==> config.mk <==
export PLATFORM = sky130hd
export DESIGN_NAME = albs_sequencer
export DESIGN_NICKNAME = d
export VERILOG_FILES = /design/src/logic/albs_pkg.sv /design/src/logic/albs_sequencer.sv
export SDC_FILE = /design/constraint.sdc
export NUM_CORES = 1
export LEC_CHECK = 0
export ABC_AREA = 1
export BUFFER_PORTS_ARGS = -buffer_cell sky130_fd_sc_hd__buf_4
export CORE_MARGIN = 2
export CORE_UTILIZATION = 45
export DETAILED_ROUTE_END_ITERATION = 10
export SKIP_LAST_GASP = 1
export SLEW_MARGIN = 0
export SYNTH_ARGS = -nofsm -noshare
export SYNTH_HDL_FRONTEND = slang
export SYNTH_SLANG_ARGS = --single-unit
==> constraint.sdc <==
create_clock -name clk -period 4 [get_ports clk]
set_input_delay 0.6 -clock clk [delete_from_list [all_inputs] [get_ports clk]]
set_output_delay 0.6 -clock clk [all_outputs]
set_load 0.02 [all_outputs]
==> src/logic/albs_pkg.sv <==
// How it works
// - Dot sounds for one base unit.
// - Dash sounds for three base units.
// - Pass opens with critical code when a code from E to SOS is active, then failures.
// - Finished pass restarts while conditions remain.
// - Component letters E F P0 P1 T V R SOS.
// - Eight dashes, dash-three-dots-dash, eight dots.
// - Event letter from hardware, heartbeat, missing module.
// - Controller beeps last a quarter second.
// - Initialization: beep, 0.25 s, beep, 0.25 s.
// - Disk/rebuild/peripheral fail: 0.75, 0.75, 2.5 s waits.
// - Rebuild in progress: beep, 0.5 s, beep, 6 s.
// - Notice pattern with rising waits plays twice.
package albs_pkg;
	// Clock rate and derived cycles per millisecond
	localparam int unsigned CLK_HZ = 10_000_000;
	localparam int unsigned CYC_PER_MS = CLK_HZ / 1000;
	// Times in milliseconds
	localparam int unsigned UNIT_MS = 100;
	localparam int unsigned BEEP_MS = 250;
	localparam int unsigned W250_MS = 250;
	localparam int unsigned W500_MS = 500;
	localparam int unsigned W750_MS = 750;
	localparam int unsigned W1000_MS = 1000;
	localparam int unsigned W1250_MS = 1250;
	localparam int unsigned W2500_MS = 2500;
	localparam int unsigned W6000_MS = 6000;
	// Default cycle counts
	localparam int unsigned UNIT_CYC_DEF = UNIT_MS * CYC_PER_MS;
	localparam int unsigned BEEP_CYC_DEF = BEEP_MS * CYC_PER_MS;
	localparam int unsigned W250_CYC_DEF = W250_MS * CYC_PER_MS;
	localparam int unsigned W500_CYC_DEF = W500_MS * CYC_PER_MS;
	localparam int unsigned W750_CYC_DEF = W750_MS * CYC_PER_MS;
	localparam int unsigned W1000_CYC_DEF = W1000_MS * CYC_PER_MS;
	localparam int unsigned W1250_CYC_DEF = W1250_MS * CYC_PER_MS;
	localparam int unsigned W2500_CYC_DEF = W2500_MS * CYC_PER_MS;
	localparam int unsigned W6000_CYC_DEF = W6000_MS * CYC_PER_MS;
	localparam int TMR_W = 27;
	// Register offsets and reset values
	localparam logic [3:0] OFS_STATUS = 4'h0;
	localparam logic [3:0] OFS_MASK = 4'h4;
	localparam logic [3:0] OFS_CTRL = 4'h8;
	localparam logic [3:0] OFS_STATE = 4'hc;
	localparam logic [2:0] STATUS_RST = 3'h0;
	localparam logic [2:0] MASK_RST = 3'h0;
	localparam logic CTRL_EN_RST = 1'b1;
	// Status bit positions
	localparam int ST_WRAP = 0;
	localparam int ST_TWICE = 1;
	localparam int ST_NEW = 2;
	// Code numbers, in pass order
	localparam int NCODE = 11;
	localparam logic [3:0] CD_CRIT = 4'h0;
	localparam logic [3:0] CD_EVENT = 4'h1;
	localparam logic [3:0] CD_LAST_COMP = 4'h8;
	// Condition input count
	localparam int NCOND = 23;
	// Tone kinds
	localparam logic [1:0] K_DOT = 2'h0;
	localparam logic [1:0] K_DASH = 2'h1;
	localparam logic [1:0] K_BEEP = 2'h2;
	// Sequencer states
	typedef enum logic [2:0] {S_IDLE, S_MTONE, S_MGAP, S_NBEEP, S_NWAIT} albs_state_e;
	// Non-Morse patterns
	typedef enum logic [1:0] {P_INIT, P_FAULT, P_BUSY, P_TWICE} albs_pat_e;
	// One code: element count, dash mask, letter-gap-after mask
	typedef struct packed {
		logic [3:0] len;
		logic [8:0] dash;
		logic [8:0] gap;
	} albs_code_s;
	// Element patterns, bit 0 sounds first
	function automatic albs_code_s albs_code(input logic [3:0] idx);
		albs_code_s c;
		c = '{len: 4'h1, dash: 9'h000, gap: 9'h000};
		unique case (idx)
			4'h0: c = '{len: 4'h8, dash: 9'h0ff, gap: 9'h000};
			4'h1: c = '{len: 4'h1, dash: 9'h000, gap: 9'h000};
			4'h2: c = '{len: 4'h4, dash: 9'h004, gap: 9'h000};
			4'h3: c = '{len: 4'h9, dash: 9'h1f6, gap: 9'h008};
			4'h4: c = '{len: 4'h9, dash: 9'h1e6, gap: 9'h008};
			4'h5: c = '{len: 4'h1, dash: 9'h001, gap: 9'h000};
			4'h6: c = '{len: 4'h4, dash: 9'h008, gap: 9'h000};
			4'h7: c = '{len: 4'h3, dash: 9'h002, gap: 9'h000};
			4'h8: c = '{len: 4'h9, dash: 9'h038, gap: 9'h024};
			4'h9: c = '{len: 4'h5, dash: 9'h011, gap: 9'h000};
			4'ha: c = '{len: 4'h8, dash: 9'h000, gap: 9'h000};
			default: c = '{len: 4'h1, dash: 9'h000, gap: 9'h000};
		endcase
		return c;
	endfunction
	// First active code at or above a start index
	function automatic logic [4:0] albs_next(input logic [NCODE-1:0] act, input logic [3:0] from);
		logic [4:0] r;
		r = 5'h00;
		for (int i = NCODE - 1; i >= 0; i--) begin
			if (act[i] && (4'(i) >= from)) begin
				r = {1'b1, 4'(i)};
			end
		end
		return r;
	endfunction
endpackage

==> src/logic/albs_sequencer.sv <==
// The register offsets and the address-and-strobe port were decided locally.
`timescale 1ns/1ps
module albs_sequencer import albs_pkg::*; #(
	parameter int unsigned UNIT_CYC = UNIT_CYC_DEF,
	parameter int unsigned BEEP_CYC = BEEP_CYC_DEF,
	parameter int unsigned W250_CYC = W250_CYC_DEF,
	parameter int unsigned W500_CYC = W500_CYC_DEF,
	parameter int unsigned W750_CYC = W750_CYC_DEF,
	parameter int unsigned W1000_CYC = W1000_CYC_DEF,
	parameter int unsigned W1250_CYC = W1250_CYC_DEF,
	parameter int unsigned W2500_CYC = W2500_CYC_DEF,
	parameter int unsigned W6000_CYC = W6000_CYC_DEF
) (
	// Clock and reset
	input wire logic clk,
	input wire logic arst_n,
	// Register port
	input wire logic [3:0] reg_addr,
	input wire logic [31:0] reg_wdata,
	input wire logic reg_wr,
	input wire logic reg_rd,
	output logic [31:0] reg_rdata,
	output logic irq,
	// Enclosure fault levels
	input wire logic hw_err,
	input wire logic heartbeat_err,
	input wire logic iom_missing,
	input wire logic fan_fail,
	input wire logic psu0_fail,
	input wire logic psu1_fail,
	input wire logic temp_fail,
	input wire logic volt_fail,
	input wire logic fw_mismatch,
	input wire logic ctl_unrecov,
	input wire logic ctl_info,
	input wire logic ctl_noncrit,
	// Controller condition levels
	input wire logic ctl_init,
	input wire logic disk_fail,
	input wire logic rebuild_fail,
	input wire logic periph_fail,
	input wire logic rebuild_busy,
	input wire logic parity_busy,
	input wire logic drive_add_busy,
	// Notice triggers, taken on rising edge
	input wire logic peer_ctl_fail,
	input wire logic fw_dl_ok,
	input wire logic scan_blocked,
	input wire logic ld_not_good,
	// Buzzer
	output logic tone
);
	// Whole module state
	typedef struct packed {
		albs_state_e st;
		albs_pat_e pat;
		logic [TMR_W-1:0] tmr;
		logic [3:0] code;
		logic [3:0] elem;
		logic end_code;
		logic [2:0] step;
		logic rep;
		logic pend;
		logic tone;
		logic [1:0] kind;
		logic [NCOND-1:0] s1;
		logic [NCOND-1:0] s2;
		logic [NCOND-1:0] prev;
		logic [2:0] sts;
		logic [2:0] msk;
		logic en;
		logic [31:0] rdata;
	} albs_reg_s;

	albs_reg_s q, d;
	logic [NCOND-1:0] cond_raw; // Pins gathered for the synchroniser
	logic [NCODE-1:0] act; // Active Morse codes
	logic c_hw, c_hb, c_iom, c_fan, c_p0, c_p1, c_tmp, c_vlt, c_fw, c_unr, c_inf, c_nc;
	logic c_init, c_disk, c_rbf, c_per, c_rb, c_par, c_add;
	logic c_peer, c_dl, c_scan, c_ld;
	logic tw_rise; // Any notice trigger rose
	logic go_fault, go_busy; // Repeating pattern conditions

	assign cond_raw = {hw_err, heartbeat_err, iom_missing, fan_fail, psu0_fail, psu1_fail,
		temp_fail, volt_fail, fw_mismatch, ctl_unrecov, ctl_info, ctl_noncrit, ctl_init,
		disk_fail, rebuild_fail, periph_fail, rebuild_busy, parity_busy, drive_add_busy,
		peer_ctl_fail, fw_dl_ok, scan_blocked, ld_not_good};
	// Only the second synchroniser stage is read
	assign {c_hw, c_hb, c_iom, c_fan, c_p0, c_p1, c_tmp, c_vlt, c_fw, c_unr, c_inf, c_nc, c_init,
		c_disk, c_rbf, c_per, c_rb, c_par, c_add, c_peer, c_dl, c_scan, c_ld} = q.s2;

	// Active code vector in pass order
	always_comb begin
		act[1] = c_hw | c_hb | c_iom;
		act[2] = c_fan;
		act[3] = c_p0;
		act[4] = c_p1;
		act[5] = c_tmp;
		act[6] = c_vlt;
		act[7] = c_fw;
		act[8] = c_unr;
		act[9] = c_inf;
		act[10] = c_nc;
		act[0] = |act[8:1];
	end

	assign tw_rise = |({c_peer, c_dl, c_scan, c_ld} & ~q.prev[3:0]);
	assign go_fault = c_disk | c_rbf | c_per;
	assign go_busy = c_rb | c_par | c_add;

	// Tone length of one Morse element
	function automatic logic [TMR_W-1:0] el_cyc(input logic dash);
		return dash ? TMR_W'(3 * UNIT_CYC - 1) : TMR_W'(UNIT_CYC - 1);
	endfunction

	// Silence after a beep, per pattern and step
	function automatic logic [TMR_W-1:0] wait_cyc(input albs_pat_e p, input logic [2:0] s);
		int unsigned w;
		w = W250_CYC;
		unique case (p)
			P_INIT: w = W250_CYC;
			P_FAULT: w = (s == 3'h2) ? W2500_CYC : W750_CYC;
			P_BUSY: w = (s == 3'h1) ? W6000_CYC : W500_CYC;
			P_TWICE: begin
				unique case (s)
					3'h0: w = W250_CYC;
					3'h1: w = W500_CYC;
					3'h2: w = W750_CYC;
					3'h3: w = W1000_CYC;
					3'h4: w = W1250_CYC;
					default: w = W2500_CYC;
				endcase
			end
		endcase
		return TMR_W'(w - 1);
	endfunction

	// Index of the last beep of a pattern
	function automatic logic [2:0] last_step(input albs_pat_e p);
		logic [2:0] r;
		r = 3'h1;
		unique case (p)
			P_INIT: r = 3'h1;
			P_FAULT: r = 3'h2;
			P_BUSY: r = 3'h1;
			P_TWICE: r = 3'h5;
		endcase
		return r;
	endfunction

	// Next state
	always_comb begin
		albs_code_s cd;
		logic [4:0] nx;
		logic wr_sts;
		logic [2:0] ev;
		cd = albs_code(q.code);
		nx = 5'h00;
		wr_sts = reg_wr && (reg_addr == OFS_STATUS);
		ev = 3'h0;
		d = q;
		d.s1 = cond_raw;
		d.s2 = q.s1;
		d.prev = q.s2;
		d.rdata = 32'h0;
		if (q.tmr != '0) begin
			d.tmr = q.tmr - TMR_W'(1);
		end
		unique case (q.st)
			// Choose what to play, Morse pass first
			S_IDLE: begin
				if (|act) begin
					nx = albs_next(act, CD_CRIT);
					cd = albs_code(nx[3:0]);
					d.code = nx[3:0];
					d.elem = 4'h0;
					d.st = S_MTONE;
					d.tmr = el_cyc(cd.dash[0]);
					d.kind = cd.dash[0] ? K_DASH : K_DOT;
				end else if (c_init || go_fault || go_busy || q.pend) begin
					d.st = S_NBEEP;
					d.step = 3'h0;
					d.tmr = TMR_W'(BEEP_CYC - 1);
					d.kind = K_BEEP;
					if (c_init) begin
						d.pat = P_INIT;
					end else if (go_fault) begin
						d.pat = P_FAULT;
					end else if (go_busy) begin
						d.pat = P_BUSY;
					end else begin
						d.pat = P_TWICE;
						d.pend = 1'b0;
						d.rep = 1'b1;
					end
				end
			end
			// Element sounding
			S_MTONE: begin
				if (q.tmr == '0) begin
					d.st = S_MGAP;
					if (q.elem == cd.len - 4'h1) begin
						d.end_code = 1'b1;
						d.tmr = TMR_W'(3 * UNIT_CYC - 1);
					end else begin
						d.end_code = 1'b0;
						d.tmr = cd.gap[q.elem] ? TMR_W'(3 * UNIT_CYC - 1)
							: TMR_W'(UNIT_CYC - 1);
					end
				end
			end
			// Silence after an element or a code
			S_MGAP: begin
				if (q.tmr == '0) begin
					if (!q.end_code) begin
						d.elem = q.elem + 4'h1;
						d.st = S_MTONE;
						d.tmr = el_cyc(cd.dash[d.elem]);
						d.kind = cd.dash[d.elem] ? K_DASH : K_DOT;
					end else begin
						nx = albs_next(act, q.code + 4'h1);
						if (nx[4]) begin
							cd = albs_code(nx[3:0]);
							d.code = nx[3:0];
							d.elem = 4'h0;
							d.st = S_MTONE;
							d.tmr = el_cyc(cd.dash[0]);
							d.kind = cd.dash[0] ? K_DASH : K_DOT;
						end else begin
							d.st = S_IDLE;
							ev[ST_WRAP] = 1'b1;
						end
					end
				end
			end
			// Fixed quarter-second beep
			S_NBEEP: begin
				if (q.tmr == '0) begin
					d.st = S_NWAIT;
					d.tmr = wait_cyc(q.pat, q.step);
				end
			end
			// Silence after a beep
			S_NWAIT: begin
				if (q.tmr == '0) begin
					if (q.step == last_step(q.pat)) begin
						if (q.pat == P_TWICE && q.rep) begin
							d.rep = 1'b0;
							d.step = 3'h0;
							d.st = S_NBEEP;
							d.tmr = TMR_W'(BEEP_CYC - 1);
						end else begin
							d.st = S_IDLE;
							ev[ST_TWICE] = (q.pat == P_TWICE);
						end
					end else begin
						d.step = q.step + 3'h1;
						d.st = S_NBEEP;
						d.tmr = TMR_W'(BEEP_CYC - 1);
					end
				end
			end
		endcase
		// A new trigger wins over the clear at play start
		if (tw_rise) begin
			d.pend = 1'b1;
		end
		// Muted sequencer rests in idle
		if (!q.en) begin
			d.st = S_IDLE;
		end
		d.tone = (d.st == S_MTONE) || (d.st == S_NBEEP);
		ev[ST_NEW] = |(q.s2 & ~q.prev);
		// Sticky status, set wins over write-one-to-clear
		d.sts = (q.sts & ~(wr_sts ? reg_wdata[2:0] : 3'h0)) | ev;
		if (reg_wr && reg_addr == OFS_MASK) begin
			d.msk = reg_wdata[2:0];
		end
		if (reg_wr && reg_addr == OFS_CTRL) begin
			d.en = reg_wdata[0];
		end
		// Read data for the next cycle only
		if (reg_rd) begin
			unique case (reg_addr)
				OFS_STATUS: d.rdata = {29'h0, q.sts};
				OFS_MASK: d.rdata = {29'h0, q.msk};
				OFS_CTRL: d.rdata = {31'h0, q.en};
				OFS_STATE: d.rdata = {13'h0, 3'(q.st), act, q.code, q.tone};
				default: d.rdata = 32'h0;
			endcase
		end
	end

	// State register
	always_ff @(posedge clk or negedge arst_n) begin
		if (!arst_n) begin
			q <= '{st: S_IDLE, pat: P_INIT, tmr: '0, code: 4'h0, elem: 4'h0, end_code: 1'b0,
				step: 3'h0, rep: 1'b0, pend: 1'b0, tone: 1'b0, kind: K_DOT, s1: '0, s2: '0,
				prev: '0, sts: STATUS_RST, msk: MASK_RST, en: CTRL_EN_RST, rdata: 32'h0};
		end else begin
			q <= d;
		end
	end

	assign tone = q.tone;
	assign reg_rdata = q.rdata;
	assign irq = |(q.sts & q.msk);

	// Next active code after the one playing; bit 4 says one exists
	logic [4:0] nx_more;
	assign nx_more = albs_next(act, q.code + 4'h1);

	// Helper counters for checking tone and gap lengths
	logic [31:0] on_cnt;
	logic [31:0] gap_cnt;
	always_ff @(posedge clk or negedge arst_n) begin
		if (!arst_n) begin
			on_cnt <= 32'h0;
			gap_cnt <= 32'h0;
		end else begin
			on_cnt <= q.tone ? on_cnt + 32'h1 : 32'h0;
			gap_cnt <= (q.st == S_MGAP) ? gap_cnt + 32'h1 : 32'h0;
		end
	end

	dot_length_a: assert property (@(posedge clk) disable iff (!arst_n)
		($fell(q.tone) && q.en && q.kind == K_DOT) |-> on_cnt == UNIT_CYC)
		else $error("dot length wrong");
	dash_length_a: assert property (@(posedge clk) disable iff (!arst_n)
		($fell(q.tone) && q.en && q.kind == K_DASH) |-> on_cnt == 3 * UNIT_CYC)
		else $error("dash length wrong");
	beep_length_a: assert property (@(posedge clk) disable iff (!arst_n)
		($fell(q.tone) && q.en && q.kind == K_BEEP) |-> on_cnt == BEEP_CYC)
		else $error("beep length wrong");
	crit_first_a: assert property (@(posedge clk) disable iff (!arst_n)
		(q.st == S_IDLE && q.en && act[0]) |=> (q.st == S_MTONE && q.code == CD_CRIT))
		else $error("pass did not open with critical code");
	pass_restart_a: assert property (@(posedge clk) disable iff (!arst_n)
		(q.st == S_MGAP && q.tmr == '0 && q.end_code && q.en && !nx_more[4] && (|act))
		##1 (q.en && (|act))
		|-> q.st == S_IDLE ##1 (q.st == S_MTONE && q.tone))
		else $error("pass did not restart");
	morse_gap_a: assert property (@(posedge clk) disable iff (!arst_n)
		(q.st == S_MTONE && $past(q.st) == S_MGAP)
		|-> (gap_cnt == UNIT_CYC || gap_cnt == 3 * UNIT_CYC))
		else $error("element gap wrong");
	event_code_a: assert property (@(posedge clk) disable iff (!arst_n)
		(q.st == S_IDLE && q.en && (c_hw || c_hb || c_iom))
		|=> (q.st == S_MTONE && q.code <= CD_EVENT))
		else $error("event letter missing");
	init_pattern_a: assert property (@(posedge clk) disable iff (!arst_n)
		(q.st == S_IDLE && q.en && !(|act) && c_init)
		|=> (q.st == S_NBEEP && q.pat == P_INIT && q.tone)[*2])
		else $error("init pattern not started");
endmodule

**Word level (Yosys, flattened, before mapping)**

Memories as Yosys holds them, arrays and structs flattened.
Cells that the tools add are included.

- Add/subtract/negate cells: 6
- $lt $le $gt $ge: 13
- Eq/ne operators: 36
- Muxes and demuxes: 105
- Bitwise logic cells: 15
- Reduce and logical (&&, ||, !) cells: 42

Operator list:

| operator | number |
|---|---|
| $mux 27 | 10 |
| $pmux 27 s5 | 1 |
| $pmux 25 s5 | 1 |
| $mux 22 | 5 |
| $pmux 27 s4 | 1 |
| $mux 5 | 16 |
| $pmux 19 s4 | 1 |
| $mux 35 | 2 |
| $mux 4 | 17 |
| $mux 10 | 6 |
| $sub 27x1->27 const B | 2 |
| $mux 3 | 11 |
| $mux 32 | 1 |
| $ne 2x2->1 const B | 15 |
| $logic_not 27->1 | 1 |
| $reduce_bool 27->1 | 1 |
| $mux 26 | 1 |
| $mux 25 | 1 |
| $and 23x23->23 | 1 |
| $not 23->23 | 1 |
| $reduce_or 23->1 | 1 |
| $mux 19 | 1 |
| $ge 3x4->1 const A | 4 |
| $mux 1 | 16 |
| 49 further kinds | 100 |

- Bits in registers: 155
- ROM bits: 768
- Logic and storage cells: 237
- Memories kept: 3

Memory list:

| name | depth | bits a word | rd ports | clocked after memory_dff | write ports | RTL line | source |
|---|---|---|---|---|---|---|---|
| (name not given) | 16 | 16 | 1 | 0 | 0 | albs_pkg.sv:76 | `unique case (idx)` |
| (name not given) | 16 | 16 | 1 | 0 | 0 | albs_pkg.sv:76 |  |
| (name not given) | 16 | 16 | 1 | 0 | 0 | albs_pkg.sv:76 |  |

**Logic depth before layout (Yosys ltp)**

An unclocked memory read counts as a cell.

- Depth in word-level cells: 27
- Gate-level depth with buffers: 21
- Depth with buffers taken out: 21

**Worst setup path after synthesis**

OpenSTA, ideal clock, no wires.

- Path type: reg2reg
- From: register q[121] (netlist bit)
- To: register q[148] (netlist bit)
- Arrival: 2.232 ns
- Required time: 3.879 ns
- Path slack: 1.647 ns
- Cell stages (with the launch flop): 15
- Clock period less this slack: 2.353 ns
- Path through: dfrtp_1 > ha_1 > ha_1 > inv_1 > nand2_1 > nor3_1 > nor2_2 > nand3_2 > nor2_4 > nand2_1 > nand2_1 > o21ai_2 > nand4_4 > o21ai_1 > o21ai_1

RTL lines:

| item | RTL line | source |
|---|---|---|
| start, declared | albs_sequencer.sv:75 | `albs_reg_s q, d;` |
| start signal, assigned | albs_sequencer.sv:297 | `q <= '{st: S_IDLE, pat: P_INIT, tmr: '0, code: 4'h0, elem: 4'h0, end_code: 1'b0,` |

==> flow_metrics.tcl <==
set metrics [dict create \
    critPathMaxStageDelay_ns 0.46 \
    grt_overflow_total 0 \
    cts_buffer_depth 2 \
    grt_use_met1_pct 32.2 \
    crit_arrival_ns 3.29 \
    drcViolationCount 0 \
    ir_worst_vdd_mv 0.380 \
    min_period_over_period_pct 73.8 \
    crit_type "reg -> reg" \
    tns_ns 0 \
    powerDensity_nw_per_um2 510 \
    grt_pass1_wl_mm 31.9 \
    path_clk_slew_ns 0.07 \
    cts_hold_buf 0 \
    max_freq_ghz 0.339 \
    drt-total-wl_mm 19.8 \
    grt_usage_pct 22.4 \
    rrSetupSlack_ns 1.05 \
    dp.cells 1215 \
    hold_violations 0 \
    cts-root-buf "clkbuf_16" \
    instances_no_fill 1247 \
    place_hpwl_mm 14.9 \
    synth_top_area_share_pct 44.7 \
    critPathRequiredTime_ns 4.34 \
    drv_cap 0 \
    drt-initial-drc-count 452 \
    layout_setup_ws_ns 1.05 \
    rsz0062_at_grt "false" \
    end_kind "register" \
    async_reset_ff_share_pct 100 \
    chipWidth_um 136 \
    rr_worst_depth 15 \
    synth_area_leaders "dfrtp_1, nand2_1, inv_1" \
    worstMarginPinSlew_ns 0.926 \
    final_nets 1089 \
    synth_area_leader_cell "dfrtp_1" \
    place_worst_setup_slack_ns 1.11 \
    use_met3_pct 4.88 \
    post_cts_buffers 0 \
    outcome "finished clean" \
    port_buffers 54 \
    yosys_most_used_dff "dfrtp_1" \
    routed_via_density 5.24 \
    crit_path_start_kind "register" \
    yosys.cell_count.top_type "nand2_1" \
    hold_path.class "in -> async" \
    h-tree-depth 4 \
    slowest_stage "dfrtp_1" \
    vias 6535 \
    num_rows 48 \
    ys_warn_count 0 \
    synthDistinctLibCells 61 \
    ioPinCount 97 \
    seq_area_frac_synth_pct 45.0 \
    dieArea_um2 18600 \
    setup_viol 0 \
    cts_resized 0 \
    path_max_fanout 8 \
    r2r-end "q[146]" \
    grt_use_met2_pct 33.7 \
    fin_total_pwr_w 0.00459 \
    max_slew_margin_pct 37.5 \
    antenna_cells 0 \
    synthCells 961 \
    drtAntennaViolNets 0 \
    rr_startpoint "q[121]" \
    syn2layout_area_growth_pct 13.8 \
    firstDrtPassIters 6 \
    ys_seq_elements 142 \
    synth-edff-count 0 \
    worstSetupStartpoint "q[121]" \
    grt_pass1_vias 6084 \
    cts_buffers 17 \
    synth_common_cells "nand2_1, dfrtp_1, inv_1" \
    start_util_pct 45.8 \
    p_leak_nw 4.32 \
    crit_chain "inv_2 -> ha_1 -> nand3_1 -> o21ai_0 -> o21a_1 -> ha_1 -> xnor2_1 -> xor2_1 -> nor3_1 -> nand2_1 -> o21ai_1 -> nand2_1 -> o2111ai_1 -> o21ai_0 -> nand3_1" \
    core_um2 17200 \
    syn_area_um2 7890 \
    grt_max_degree 99 \
    cts.sinks 142 \
    worstSkewPairLatency_ns 0.42 \
    syn_area_per_cell_um2 8.21 \
    drv_slew 0 \
    layout-drive-gt1-share_pct 16.0 \
    gp_congestion 0.972 \
    nFillCells 1657 \
    gr-max-usage-layer "met2" \
    layout_min_cycle_time_ns 2.95 \
    die_h_um 136 \
    skew_ns 0.0106 \
    routedWlPerCell_um 15.9 \
    grt_antenna_before_repair 2 \
    cts_tree "built" \
]
## flip-flops by register name, summed over array words and instances, names as in the netlist, 9 cells and up
signal and count:
reg_rdata 19, d 23, act 9, q 76
## worst max-delay path by stage
| stage | endpoint | cells past startpoint | slack [ns] |
|---|---|---|---|
| after floorplan | q[148] | 14 | 1.65 |
| after global placement | q[146] | 15 | 1.16 |
| after detailed placement | q[146] | 15 | 1.11 |
| after CTS | q[146] | 15 | 1.08 |
| after global routing | q[142] | 16 | 0.76 |
| final | q[146] | 15 | 1.05 |
## cell families (layout without fill, tap and decap cells)
kind of cell	after synthesis	count (layout)	share of synthesized area (%)
adder cells (fa/ha/maj)	17	17	2.69
flip-flops	142	142	45.0
AND/OR/NAND/NOR	424	424	25.4
multiplexers	1	1	0.127
buffers and inverters	180	229	10.5
XOR/XNOR	27	27	3.09
other	1	13	0.0475
AO/OA/AOI/OAI	169	169	13.1
## worst max-delay path: cells and delay by family (launching register included)
kind,cells,cell delay (ns)
buffers and inverters,1,0.15
xor gates and xnor gates,2,0.29
adders and majority gates,2,0.48
AOI/OAI and AO/OA,5,0.75
DFF,1,0.46
and+or+nand+nor,5,0.73
## area by class of cell
cell class / instances / area (µm²) / share of cell area, %
multi-input combinational: 651 / 3550 / 39.6
inverter: 139 / 534 / 5.95
clock inverter: 15 / 194 / 2.16
sequential: 142 / 3550 / 39.6
timing repair buffer: 58 / 439 / 4.89
clock buffer: 17 / 425 / 4.74
tap: 225 / 282 / 3.13
## layer usage
layer	wire, µm	part of all wire (%)
met1	9420	48
met4	398	2.0
met5	0	0
met3	1300	6.5
met2	8670	44
## report_power, final
| group | leakage, nW | internal [W] | switching (W) |
|---|---|---|---|
| logic | 2.29 | 0.000433 | 0.000837 |
| clock network | 0.299 | 0.000851 | 0.000748 |
| registers | 1.74 | 0.00158 | 0.000139 |
## stage by stage
stage	hold WS (ns)	util, %	cell area, µm²
4_1_cts	0.263	52.1	8980
5_1_grt	0.256	52.1	8980
3_5_place_dp	0.335	48.5	8360
6_report	0.266	52.1	8980
2_1_floorplan	0.304	-	7940
3_3_place_gp	0.331	48.5	8360
## layout by cell type, fill, tap and decap left out, types with 4 or more instances in the layout
cell type / Yosys / routed
nor2_4: 10 / 10
a31oi_1: 4 / 4
inv_2: 15 / 15
nand2_2: 9 / 9
inv_1: 120 / 120
ha_1: 17 / 17
nand3_1: 51 / 51
nor3_1: 19 / 19
dfrtp_1: 141 / 141
o22ai_1: 18 / 18
buf_4: 33 / 57
o211ai_1: 15 / 15
a21oi_1: 34 / 34
o21ai_1: 4 / 4
nand4_1: 12 / 12
a22oi_1: 4 / 4
clkbuf_16: 0 / 17
clkinv_8: 0 / 7
nand2_1: 183 / 183
conb_1: 1 / 13
o21ai_0: 62 / 62
xor2_1: 21 / 21
nor2_2: 13 / 13
nand2_4: 4 / 4
inv_8: 0 / 4
nor2_1: 104 / 104
nor3_2: 4 / 4
xnor2_1: 5 / 5
nor4_1: 4 / 4
(Power assumes the default switching activity.)
